## config.mk

```make
export PLATFORM = sky130hd
export DESIGN_NAME = tx_cfg_vector_ctrl
export DESIGN_NICKNAME = d
export VERILOG_FILES = /design/src/hdl/tx_cfg_vec_pkg.sv /design/src/hdl/tx_cfg_vector_ctrl.sv /design/src/hdl/tx_cfg_decode.sv
export VERILOG_INCLUDE_DIRS = /design/src /design/src/hdl
export SDC_FILE = /design/constraint.sdc
export NUM_CORES = 1
export LEC_CHECK = 0
export BUFFER_PORTS_ARGS = -buffer_cell sky130_fd_sc_hd__buf_2
export CORE_ASPECT_RATIO = 2
export CORE_MARGIN = 2
export CORE_UTILIZATION = 47
export DETAILED_ROUTE_END_ITERATION = 6
export PLACE_DENSITY_LB_ADDON = 0.12
export SETUP_SLACK_MARGIN = 0.3
export SLEW_MARGIN = 20
export SYNTH_ARGS = -nofsm -noshare
export SYNTH_HDL_FRONTEND = slang
export SYNTH_SLANG_ARGS = --single-unit
```

## constraint.sdc

```tcl
create_clock -name core_clk_in -period 1.5 [get_ports core_clk_in]
set_input_delay 0.225 -clock core_clk_in [delete_from_list [all_inputs] [get_ports core_clk_in]]
set_output_delay 0.225 -clock core_clk_in [all_outputs]
set_load 0.01 [all_outputs]
```

## src/hdl/tx_cfg_vec_cfg.svh

```systemverilog
// Constants for the transmit configuration vector decoder.
// Assumes inclusion by both design files; definitions only.
`ifndef TX_CFG_VEC_CFG_SVH
`define TX_CFG_VEC_CFG_SVH

// Field positions inside the 32-bit vector
`define CFG_MAXLEN_HI 30
`define CFG_MAXLEN_LO 16
`define CFG_LEN_OVR_BIT 14
`define CFG_DIC_BIT 10
`define CFG_PACING_BIT 9
`define CFG_GAP_ADJ_BIT 8
`define CFG_PREAMBLE_BIT 7
`define CFG_PAUSE_BIT 5
`define CFG_JUMBO_BIT 4
`define CFG_CHECKSUM_BIT 3
`define CFG_TAGGED_BIT 2
`define CFG_ENABLE_BIT 1
`define CFG_RESET_BIT 0

// Reset value of the applied vector: transmitter held in reset
`define CFG_VEC_RESET 32'h0000_0001

// Frame length limits in bytes
`define LEN_STD_MAX 15'h05EE
`define LEN_TAGGED_MAX 15'h05F2
`define LEN_JUMBO_MAX 15'h7FFF

// Minimum inter-frame gap in bytes
`define GAP_MIN_BYTES 8'h0C

`endif

```

## src/hdl/tx_cfg_vec_pkg.sv

```systemverilog
// Types for the transmit configuration vector decoder.
// Assumes no other package.
`default_nettype none
package tx_cfg_vec_pkg;

	// Gap policy applied between frames
	typedef enum logic [3:0] {
		GAP_ALIGN = 4'b0001,
		GAP_DEFICIT = 4'b0010,
		GAP_ADJUST = 4'b0100,
		GAP_PACED = 4'b1000
	} gap_mode_t;

	// Frame-boundary tracker states
	typedef enum logic [1:0] {
		ST_IDLE = 2'b01,
		ST_FRAME = 2'b10
	} frame_state_t;

endpackage
`default_nettype wire

```

## src/hdl/tx_cfg_vector_ctrl.sv

```systemverilog
// Transmit configuration vector control for a 10 Gb/s MAC transmitter.
// Assumes the client drives the vector on core_clk_in and flags frame
// activity with frame_start_in / frame_end_in from the datapath.
`timescale 1ns/100ps
`default_nettype none
`include "tx_cfg_vec_cfg.svh"

module tx_cfg_vector_ctrl
	import tx_cfg_vec_pkg::*;
#(
	parameter bit NARROW_PATH = 1'b0
) (
	// Clock and reset
	input wire logic core_clk_in,
	input wire logic sys_rst_in,
	// Client configuration and requests
	input wire logic [31:0] cfg_vector_in,
	input wire logic [7:0] ifg_delay_in,
	input wire logic pause_req_in,
	// Datapath frame boundaries
	input wire logic frame_start_in,
	input wire logic frame_end_in,
	// Decoded controls
	output logic tx_reset_out,
	output logic tx_enable_out,
	output logic [14:0] max_frame_len_out,
	output logic jumbo_allow_out,
	output logic fcs_from_client_out,
	output logic fcs_append_out,
	output logic tagged_count_out,
	output logic preamble_pass_out,
	output logic pause_send_out,
	output logic [3:0] gap_mode_out,
	output logic [7:0] gap_bytes_out,
	output logic in_frame_out
);

	// ********************************
	// Local state
	// ********************************
	logic [31:0] applied_ff;
	logic [31:0] nxt_applied;
	frame_state_t state_ff;
	frame_state_t nxt_state;
	logic [14:0] dec_max_len;
	gap_mode_t dec_gap_mode;
	logic dec_dic;
	logic dec_pacing;

	// Clear reserved positions even if the client slips
	function automatic logic [31:0] mask_reserved(input logic [31:0] v);
		logic [31:0] m;
		m = v;
		m[31] = 1'b0;
		m[15] = 1'b0;
		m[13:11] = 3'b000;
		m[6] = 1'b0;
		return m;
	endfunction

	// ********************************
	// Frame boundary tracking
	// ********************************
	// A frame is open from its start strobe to its end strobe
	always_comb begin
		case (state_ff)
			ST_IDLE: begin
				if (frame_start_in && !frame_end_in) begin
					nxt_state = ST_FRAME;
				end else begin
					nxt_state = ST_IDLE;
				end
			end
			ST_FRAME: begin
				if (frame_end_in) begin
					nxt_state = ST_IDLE;
				end else begin
					nxt_state = ST_FRAME;
				end
			end
			default: begin
				nxt_state = ST_IDLE;
			end
		endcase
	end

	always_ff @(posedge core_clk_in) begin
		if (sys_rst_in) begin
			state_ff <= ST_IDLE;
		end else begin
			state_ff <= nxt_state;
		end
	end

	// ********************************
	// Vector capture
	// ********************************
	// Same-clock input, so no synchroniser; captured only when idle so a
	// frame never mixes settings. Reset bit passes at once: it must not wait.
	always_comb begin
		nxt_applied = applied_ff;
		if (state_ff == ST_IDLE && !frame_start_in) begin
			nxt_applied = mask_reserved(cfg_vector_in);
		end
		nxt_applied[`CFG_RESET_BIT] = cfg_vector_in[`CFG_RESET_BIT];
	end

	always_ff @(posedge core_clk_in) begin
		if (sys_rst_in) begin
			applied_ff <= `CFG_VEC_RESET;
		end else begin
			applied_ff <= nxt_applied;
		end
	end

	tx_cfg_decode #(
		.NARROW_PATH(NARROW_PATH)
	) u_decode (
		.vec_in(applied_ff),
		.max_len_out(dec_max_len),
		.gap_mode_out(dec_gap_mode),
		.dic_active_out(dec_dic),
		.pacing_active_out(dec_pacing)
	);

	// ********************************
	// Registered controls
	// ********************************
	// Reset and enable
	always_ff @(posedge core_clk_in) begin
		if (sys_rst_in) begin
			tx_reset_out <= 1'b1;
			tx_enable_out <= 1'b0;
		end else begin
			tx_reset_out <= applied_ff[`CFG_RESET_BIT];
			tx_enable_out <= applied_ff[`CFG_ENABLE_BIT] &&
				!applied_ff[`CFG_RESET_BIT];
		end
	end

	// Frame format controls
	always_ff @(posedge core_clk_in) begin
		if (sys_rst_in) begin
			max_frame_len_out <= `LEN_STD_MAX;
			jumbo_allow_out <= 1'b0;
			fcs_from_client_out <= 1'b0;
			fcs_append_out <= 1'b1;
			tagged_count_out <= 1'b0;
			preamble_pass_out <= 1'b0;
		end else begin
			max_frame_len_out <= dec_max_len;
			jumbo_allow_out <= applied_ff[`CFG_JUMBO_BIT];
			fcs_from_client_out <= applied_ff[`CFG_CHECKSUM_BIT];
			fcs_append_out <= !applied_ff[`CFG_CHECKSUM_BIT];
			tagged_count_out <= applied_ff[`CFG_TAGGED_BIT];
			preamble_pass_out <= applied_ff[`CFG_PREAMBLE_BIT];
		end
	end

	// Gap sizing; adjust mode never goes below the minimum gap
	always_ff @(posedge core_clk_in) begin
		if (sys_rst_in) begin
			gap_mode_out <= GAP_ALIGN;
			gap_bytes_out <= `GAP_MIN_BYTES;
		end else begin
			gap_mode_out <= dec_gap_mode;
			if (dec_gap_mode == GAP_ADJUST && ifg_delay_in > `GAP_MIN_BYTES) begin
				gap_bytes_out <= ifg_delay_in;
			end else begin
				gap_bytes_out <= `GAP_MIN_BYTES;
			end
		end
	end

	// Pause requests pass only when pause generation is on and running
	always_ff @(posedge core_clk_in) begin
		if (sys_rst_in) begin
			pause_send_out <= 1'b0;
		end else begin
			pause_send_out <= pause_req_in && applied_ff[`CFG_PAUSE_BIT] &&
				applied_ff[`CFG_ENABLE_BIT] && !applied_ff[`CFG_RESET_BIT];
		end
	end

	// Frame activity flag
	always_ff @(posedge core_clk_in) begin
		if (sys_rst_in) begin
			in_frame_out <= 1'b0;
		end else begin
			in_frame_out <= (nxt_state == ST_FRAME);
		end
	end

endmodule
`default_nettype wire

```

## src/hdl/tx_cfg_decode.sv

```systemverilog
// Combinational decode of one applied configuration vector.
// Assumes the vector is already stable in the transmit clock domain.
`timescale 1ns/100ps
`default_nettype none
`include "tx_cfg_vec_cfg.svh"

module tx_cfg_decode
	import tx_cfg_vec_pkg::*;
#(
	parameter bit NARROW_PATH = 1'b0
) (
	// Applied vector
	input wire logic [31:0] vec_in,
	// Decoded controls
	output logic [14:0] max_len_out,
	output gap_mode_t gap_mode_out,
	output logic dic_active_out,
	output logic pacing_active_out
);

	logic lan_mode;
	logic gap_adj_used;

	// Pacing is unsupported on the narrow datapath
	assign pacing_active_out = vec_in[`CFG_PACING_BIT] && !NARROW_PATH;
	assign lan_mode = !pacing_active_out;
	// Gap adjust only counts in LAN operation
	assign gap_adj_used = vec_in[`CFG_GAP_ADJ_BIT] && lan_mode;
	// Deficit idle forced off in the two conflicting settings
	assign dic_active_out = vec_in[`CFG_DIC_BIT] && !gap_adj_used &&
		!(lan_mode && vec_in[`CFG_CHECKSUM_BIT]);

	// Gap policy priority: pacing, adjust, deficit, alignment
	always_comb begin
		if (pacing_active_out) begin
			gap_mode_out = GAP_PACED;
		end else if (gap_adj_used) begin
			gap_mode_out = GAP_ADJUST;
		end else if (dic_active_out) begin
			gap_mode_out = GAP_DEFICIT;
		end else begin
			gap_mode_out = GAP_ALIGN;
		end
	end

	// Largest permitted frame
	always_comb begin
		if (vec_in[`CFG_LEN_OVR_BIT]) begin
			max_len_out = vec_in[`CFG_MAXLEN_HI:`CFG_MAXLEN_LO];
		end else if (vec_in[`CFG_JUMBO_BIT]) begin
			max_len_out = `LEN_JUMBO_MAX;
		end else if (vec_in[`CFG_TAGGED_BIT]) begin
			max_len_out = `LEN_TAGGED_MAX;
		end else begin
			max_len_out = `LEN_STD_MAX;
		end
	end

endmodule
`default_nettype wire

```

======== Word level (Yosys, flattened, before mapping) ========
Cells that the tools add are included.
Widths: inputs -> output; s select.
storage, ports and cells
  register bits after elaboration ......... 64
  bits in latches ......................... 0
  RAM bits ................................ 0
  memory bits (read-only) ................. 0
  bits of input ports ..................... 45
  output and inout bits ................... 36
  logic and storage cells ................. 49
  memories kept ........................... 0
operators by class
  $add $sub $neg .......................... 0
  multipliers ............................. 0
  div/mod/pow operators ................... 0
  magnitude comparators ................... 1
  eq/ne operators ......................... 4
  shifts and indexed selects .............. 0
  multiplexer cells ....................... 9
  bitwise gates (word level) .............. 1
  reductions and logical operators ........ 19
operators with widths
  kind                count
  $mux 15             2
  $logic_and 1x1->1   11
  $gt 8x4->1 const B  1
  $mux 4              2
  $logic_not 1->1     7
  $mux 2              3
  $mux 5              1
  $eq 2x2->1 const B  2
  $eq 4x3->1 const B  1
  $pmux 2 s2          1
  $eq 2x1->1 const B  1
  $reduce_or 2->1     1
  $not 1->1           1

======== Logic depth before layout (Yosys ltp) ========
Gate-level depths: netlist (run 1).
  word-level depth ........................ 12
  depth in mapped cells ................... 7
  depth with buffers taken out ............ 5

======== By module ========
From an unflattened synthesis (run 1), not the netlist that was laid out.
unflattened totals
  cell total of the unflattened synthesis .. 244
  area, all modules ....................... 2224.6 sq um
modules (own cells, without submodules)
  module              times used  cells an instance  area an instance (sq um)  seq. area each (sq um)
  tx_cfg_vector_ctrl  1           208                2033.2                    1281.2
  tx_cfg_decode       1           36                 191.4                     0.0

======== Worst setup path after synthesis (run 1) ========
Ideal clock, no wire load.
  path kind ............................... register to register
  from .................................... register state_ff[1]
  to ...................................... register applied_ff[10]
  setup time .............................. 0.132 ns
  arrival time ............................ 1.097 ns
  required time ........................... 1.368 ns
  path slack .............................. 0.271 ns
  stages on the path, launching flop included .. 8
  path buffers ............................ 2
  period minus slack after synthesis ...... 1.229 ns
  cell sequence ........................... dfxtp_1 -> inv_1 -> ha_1 -> and2b_1 -> buf_4 -> buf_4 -> nand2_1 -> a21oi_1
between the ends
  word-level cells in the longest chain between the ends .. 2
RTL lines
  what                    line                       RTL
  start, declared         tx_cfg_vector_ctrl.sv:43   frame_state_t state_ff;
  start signal, assigned  tx_cfg_vector_ctrl.sv:91   state_ff <= nxt_state;
  $eq 2x1->1              tx_cfg_vector_ctrl.sv:102  if (state_ff == ST_IDLE && !frame_start_in) begin
  $logic_and 1x1->1       tx_cfg_vector_ctrl.sv:102
  end signal, assigned    tx_cfg_vector_ctrl.sv:110  applied_ff <= `CFG_VEC_RESET;
  end signal, assigned    tx_cfg_vector_ctrl.sv:112  applied_ff <= nxt_applied;
  end, declared           tx_cfg_vector_ctrl.sv:41   logic [31:0] applied_ff;
No other way between the ends.
A chain may end at the register's enable or synchronous reset.

======== Final worst setup path (run 1) ========
  from .................................... register state_ff[1]
  to ...................................... register applied_ff[28]
Same word-level chain as after synthesis.

==> metrics.md, run 1 <==
| Metric | Value |
|---|---|
| Number of DRC violations after detailed-routing iteration 0 | `29` |
| Startpoint types | `register` |
| FILL cells | `414` |
| DRT antenna net count | `0` |
| Tot GR Track Use | `18.3%` |
| Count of standard-cell rows | `34` |
| Synth top area cells | `dfxtp_1 62%, nand2_1 11%, a21oi_1 7.7%` |
| Crit path capture type | `register` |
| I/O Pins | `81` |
| Slew @ Worst Pin | `478 ps` |
| Setup Skew | `8.71 ps` |
| Number of global-route vias before repair | `1,621` |
| Setup tns final | `0 ps` |
| Switching part of the total | `25.0%` |
| Layout cells sized above 1 | `39.7%` |
| Status | `complete, no violations` |
| Final net count | `352` |
| Placed Cells | `342` |
| # DRC | `0` |
| Initial Util | `48.4%` |
| Hold/Removal Path Class | `input port to register` |
| Crit-path max FO | `6` |
| Cts hold-fix bufs | `0` |
| Worst-path cell chain | `inv_2, ha_4, and2b_4, buf_6, nand2_1, a21oi_1` |
| Post-Place Worst Slack | `256 ps` |
| Core ar. | `0.00430 mm^2` |
| Die ar. | `0.00500 mm^2` |
| GP Congestion | `0.707` |
| Synth Area per Inst | `9.49 um^2` |
| Mapped Nets | `266` |
| Root Driver | `clkbuf_8` |
| Post-layout power | `3.81 mW` |
| Fin util | `66.2%` |
| Initial antenna violation count | `0` |
| Mapped cell area | `0.00208 mm^2` |
| Crit path largest cell delay | `320 ps` |
| Final std cells w/o fill | `364` |
| Final setup fails | `0` |
| Seq pwr share | `48.6%` |
| Via Count | `1,703` |
| Ys Warns | `0` |
| Post-synthesis sequential area ratio | `61.6%` |
| Hold EP | `applied_ff[0]` |
| CTS tree | `done` |
| Arrival time worst endpoint | `1420 ps` |
| Psw | `0.951 mW` |
| Worst path required time | `1760 ps` |
| Multi-input gate area | `787 um^2` |
| Final worst setup slack | `338 ps` |
| Max Cap Viol | `0` |
| Maximum vdd drop | `0.881 mV` |
| Distinct cells, synth | `26` |
| Min Tclk post-route | `1160 ps` |
| Die H | `98.0 um` |
| First-pass GRT wire length | `6.82 mm` |
| RSZ-0062 raised after global routing | `true` |
| Later-pin clock latency in the skew report | `330 ps` |
| Total CTS buffers | `9` |
| Leakage | `1.27 nW` |
| Post-Route WL | `4.20 mm` |
| CTS max path bufs | `2` |
| Reg-to-reg slack, setup | `340 ps` |
| Fmax | `860 MHz` |
| Worst reg2reg endpoint | `applied_ff[28]` |
| Die span in x | `51.0 um` |
| Router iterations before antenna repair | `4` |
| Area Overhead vs Synth | `37.0%` |
| FF+latch count, synth | `64` |
| Sequential Area | `0.00128 mm^2` |
| Clock share of power | `38.5%` |
| N_diodes | `0` |
| Total grt overflow | `0` |
| Worst reg2reg startpoint | `state_ff[1]` |
| DP HPWL | `2.75 mm` |
| Final Hold Viols | `0` |
| Int Pwr | `2.86 mW` |
| Slew margin rel. | `68.1%` |
| Crit-path slowest cell | `dfxtp_2` |
| Logic pwr share | `12.9%` |
| Vias per inst | `4.68` |
| Hold-critical path depth | `2` |
| PD cells | `1340 mW/mm^2` |
| Port Buffers | `74` |
| Min-delay src | `cfg_vector_in[0]` |
| Largest net degree at the start of global routing | `30` |
| Critical path type | `register to register` |
| Synth area leader | `dfxtp_1` |
| Drt wl/cell | `11.5 um` |
| Slew Limit Fails | `0` |
| Delay-heaviest family, CP | `flip-flops` |
| Cells after Synth | `219` |
| Sink Count | `64` |
| Yosys top cell area share | `61.6%` |
| R2R cell count | `6` |
| H-Tree Depth | `3` |
| Crit share post-route | `77.5%` |
| WP buf/inv | `2` |
| Clock transition at the registers of the reported paths | `70 ps` |
[worst max-delay path by stage]
stage	from	endpoint	cells past startpoint
6_report	state_ff[1]	applied_ff[28]	6
5_1_grt	state_ff[1]	in_frame_out	4
4_1_cts	state_ff[1]	applied_ff[28]	6
3_5_place_dp	state_ff[1]	applied_ff[23]	6
3_3_place_gp	state_ff[1]	applied_ff[28]	6
2_1_floorplan	state_ff[1]	applied_ff[10]	7
[flip-flops by register name, indices dropped and copies added, names as in the netlist]
signal / flops
tagged_count_out: 1
jumbo_allow_out: 1
state_ff: 2
gap_bytes_out: 8
in_frame_out: 1
pause_send_out: 1
tx_reset_out: 1
max_frame_len_out: 15
gap_mode_out: 4
applied_ff: 26
tx_enable_out: 1
fcs_from_client_out: 1
fcs_append_out: 1
preamble_pass_out: 1
[cells in the final DEF, fill, tap and decap left out, drive strengths merged, types with 2 or more instances in the layout]
master	count
inv	4
ha	2
nor3	2
nand2	59
buf	87
clkinvlp	4
and2b	2
nor3b	2
and3	3
dfxtp	64
a21oi	32
nor4	3
nand2b	12
or2	2
o21bai	2
and2	5
nor2	3
nor2b	8
clkbuf	10
[kinds of logic after synthesis]
logic type	count (synthesis)	synth area share, %
AO/OA/AOI/OAI	36	9.09
flip-flops	64	61.6
buffers and inverters	16	4.21
adder cells (fa/ha/maj)	2	1.20
AND/OR/NAND/NOR	101	23.8
[worst register-to-register path: stages (launching register included)]
cell and delay (ps):
dfxtp_2 320, inv_2 60, ha_4 160, and2b_4 220
buf_6 140, nand2_1 60, a21oi_1 120
[power by group through the flow]
stage | logic (mW) | registers (mW) | clock network [mW]
2_1_floorplan | 0.230 | 1.91 | 0
3_3_place_gp | 0.387 | 1.89 | 0
3_5_place_dp | 0.394 | 1.89 | 0
4_1_cts | 0.411 | 1.85 | 1.50
5_1_grt | 0.544 | 1.87 | 1.57
6_report | 0.490 | 1.85 | 1.47
[per-stage QoR]
| stage | cell area (um^2) | hold WS [ps] |
|---|---|---|
| after global routing | 2850 | 71.9 |
| after floorplan | 2080 | 301 |
| after detailed placement | 2500 | 411 |
| after global placement | 2500 | 407 |
| after CTS | 2720 | 55.4 |
| final | 2850 | 63.3 |
[synthesized netlist by cell type]
library cell / count
a21o_1: 1
a21oi_1: 32
and2_1: 5
and2b_1: 2
and3_1: 3
buf_2: 4
buf_4: 4
buf_6: 1
clkbuf_1: 3
dfxtp_1: 64
ha_1: 2
inv_1: 4
nand2_1: 59
nand2b_1: 12
nor2_1: 2
nor2_2: 1
nor2b_1: 8
nor3_1: 2
nor3b_1: 1
nor3b_2: 1
nor4_1: 2
nor4_2: 1
o21bai_1: 2
o22ai_1: 1
or2_2: 1
or2_4: 1
[final cells by class]
cell class,count,area share (%)
clock buffers,10,4.84
clock inverters,6,2.42
inverters,4,0.527
multi-input cells,139,27.6
flip-flops and latches,64,45.1
well taps,54,2.37
repair buffers,87,17.1
[metal layers]
metal  wire length, um  up-vias  global-route usage [%]
met5                 0        -                       0
met2              2190       62                    29.9
met4               103        0                    13.1
met3               262        8                    3.98
met1              1650      758                    20.3
li1                  -      875                       -
[what timing repair did]
item,CTS,global route
gates cloned,1,3
buffers inserted,0,2
pin swaps,0,5
endpoints found under the setup margin,18,29
gates resized for setup,5,23
hold endpoints to repair,0,0
No activity file was read; power rests on OpenSTA's default activity.
==> run 2: changes to the inputs <==
--- a/config.mk
+++ b/config.mk
@@ -9,7 +9,7 @@
 export BUFFER_PORTS_ARGS = -buffer_cell sky130_fd_sc_hd__buf_2
 export CORE_ASPECT_RATIO = 2
 export CORE_MARGIN = 2
-export CORE_UTILIZATION = 47
+export CORE_UTILIZATION = 43
 export DETAILED_ROUTE_END_ITERATION = 6
 export PLACE_DENSITY_LB_ADDON = 0.12
 export SETUP_SLACK_MARGIN = 0.3
==> constraint.sdc (replaced) <==
create_clock -name core_clk_in -period 1.04 [get_ports core_clk_in]
set_input_delay 0.156 -clock core_clk_in [delete_from_list [all_inputs] [get_ports core_clk_in]]
set_output_delay 0.156 -clock core_clk_in [all_outputs]
set_load 0.01 [all_outputs]
==> metrics.md, run 2 (synthesis results as in run 1) <==
| Metric | Value |
|---|---|
| Sink Count | `64 (unchanged)` |
| WP buf/inv | `2 (unchanged)` |
| Arrival time worst endpoint | `1450 ps (+30 ps)` |
| Most common cell after layout, fill and taps aside | `buf_2` |
| DP HPWL | `2.94 mm (+6.9%)` |
| Port Buffers | `74 (unchanged)` |
| Critical path type | `register to register` |
| Later-pin clock latency in the skew report | `330 ps (about the same)` |
| Die ar. | `0.00544 mm^2 (+8.7%)` |
| Slew Limit Fails | `0 (unchanged)` |
| Cts hold-fix bufs | `0 (unchanged)` |
| Drt wl/cell | `14.1 um (+22%)` |
| Count of standard-cell rows | `35 (+2.9%)` |
| Min Tclk post-route | `1180 ps (+22.7 ps)` |
| Final setup fails | `27 (+27)` |
| Number of DRC violations after detailed-routing iteration 0 | `25 (-14%)` |
| Crit-path slowest cell | `dfxtp_2` |
| Fmax | `844 MHz (-1.9%)` |
| Multi-input gate area | `0.00109 mm^2 (+38%)` |
| Die H | `102 um (+4.4%)` |
| Clock transition at the registers of the reported paths | `70 ps (about the same)` |
| Sequential Area | `0.00132 mm^2 (+2.7%)` |
| Tot GR Track Use | `18.2% (-0.17 points)` |
| Crit path capture type | `register` |
| Via Count | `1,827 (+7.3%)` |
| Final net count | `360 (+2.3%)` |
| # DRC | `0 (unchanged)` |
| Vias per inst | `4.91 (+5.0%)` |
| Die span in x | `53.2 um (+4.2%)` |
| PD cells | `1720 mW/mm^2 (+28%)` |
| N_diodes | `0 (unchanged)` |
| Final Hold Viols | `0 (unchanged)` |
| Hold WS | `12.7 ps (-50.6 ps)` |
| First-pass GRT wire length | `7.07 mm (+3.5%)` |
| Initial antenna violation count | `0 (unchanged)` |
| Crit share post-route | `114% (+36 points)` |
| Startpoint types | `register` |
| FILL cells | `346 (-16%)` |
| Maximum vdd drop | `1.50 mV (+70%)` |
| H-Tree Depth | `3 (unchanged)` |
| Worst path required time | `1300 ps (-460 ps)` |
| Final worst setup slack | `-145 ps (-483 ps)` |
| Setup Skew | `6.96 ps (-1.75 ps)` |
| CTS max path bufs | `2 (unchanged)` |
| RSZ-0062 raised after global routing | `true` |
| Largest net degree at the start of global routing | `26 (-13%)` |
| CTS tree | `done` |
| Number of global-route vias before repair | `1,652 (+1.9%)` |
| Crit path largest cell delay | `320 ps (about the same)` |
| Total CTS buffers | `9 (unchanged)` |
| GP Congestion | `0.737 (+4.2%)` |
| Post-layout power | `5.93 mW (+56%)` |
| Post-DP Area | `0.00260 mm^2 (+4.1%)` |
| Core ar. | `0.00464 mm^2 (+8.0%)` |
| Register with the most flip-flops | `applied_ff` |
| Slew margin rel. | `82.9% (+15 points)` |
| Initial Util | `44.8% (-3.6 points)` |
| Status | `finished with violations` |
| Crit-path max FO | `13 (+7)` |
| Reg-to-reg slack, setup | `-140 ps (-480 ps)` |
| Delay-heaviest family, CP | `flip-flops` |
| Hold/Removal Path Class | `input port to register` |
| Post-route cell area | `0.00345 mm^2 (+21%)` |
| DRT antenna net count | `0 (unchanged)` |
| Area Overhead vs Synth | `65.8%` |
| Max Cap Viol | `0 (unchanged)` |
| Commonest cells after routing, fill and taps aside | `56 x buf_2, 47 x nand2_1, 38 x dfxtp_1, 28 x a21oi_2` |
| Largest regs | `applied_ff (26), max_frame_len_out (15), gap_bytes_out (8)` |
| Total grt overflow | `0 (unchanged)` |
| Router iterations before antenna repair | `4 (unchanged)` |
| Leakage | `1.47 nW (+16%)` |
| Post-Route WL | `5.25 mm (+25%)` |
| Root Driver | `clkbuf_8` |
| Violated checks | `negative setup slack` |
| Worst-path cell chain | `inv_2, ha_4, and2b_4, buf_12, nand2_1, a21oi_2` |
| Layout cells sized above 1 | `65.3% (+26 points)` |
| I/O Pins | `81 (unchanged)` |
| Max FFs per register | `26 (unchanged)` |
| Slew @ Worst Pin | `255 ps (-223 ps)` |
run 2: timing repair:
item	in CTS	in global routing
gates resized for setup	25	108
pin swaps	7	20
endpoints found under the setup margin	90	91
setup buffers	5	3
cloned	0	3
run 2: area by class of cell:
type | count | share of cell area [%]
inverters | 4 | 0.436
clock buffers | 13 | 4.90
flip-flops and latches | 64 | 38.3
clock inverters | 2 | 1.09
repair buffers | 95 | 21.8
well taps | 55 | 2.00
multi-input cells | 139 | 31.5
run 2: layer usage:
layer / wire length (um) / vias up / global-route usage (%)
met5: 0 / - / 0
met4: 156 / 0 / 9.47
met3: 245 / 18 / 5.56
met2: 2920 / 59 / 31.4
met1: 1920 / 860 / 19.0
li1: - / 890 / -
run 2: path summary, 6_finish.rpt:
| path | from | end | cells past startpoint |
|---|---|---|---|
| max | state_ff[1] | applied_ff[17] | 6 |
| min reg2reg | applied_ff[24] | max_frame_len_out[8] | 1 |
| min | cfg_vector_in[0] | applied_ff[0] | 2 |
| max reg2reg | state_ff[1] | applied_ff[17] | 6 |
run 2: power breakdown:
part	internal [mW]	total [mW]	switching, mW
logic	0.532	1.03	0.502
registers	2.61	2.70	0.0839
clock network	1.29	2.19	0.902
total	4.44	5.93	1.49
run 2: through the flow:
stage                     TNS [ps]  utilization, %  instances  setup WS [ps]
after CTS                    -2580            63.7        366           -112
after global placement       -1340            56.0        346           -117
after global routing         -4160            74.2        372           -186
after detailed placement     -1970            56.0        346           -151
final                        -2800            74.2        372           -145
after floorplan              -1780               -        219          -83.9
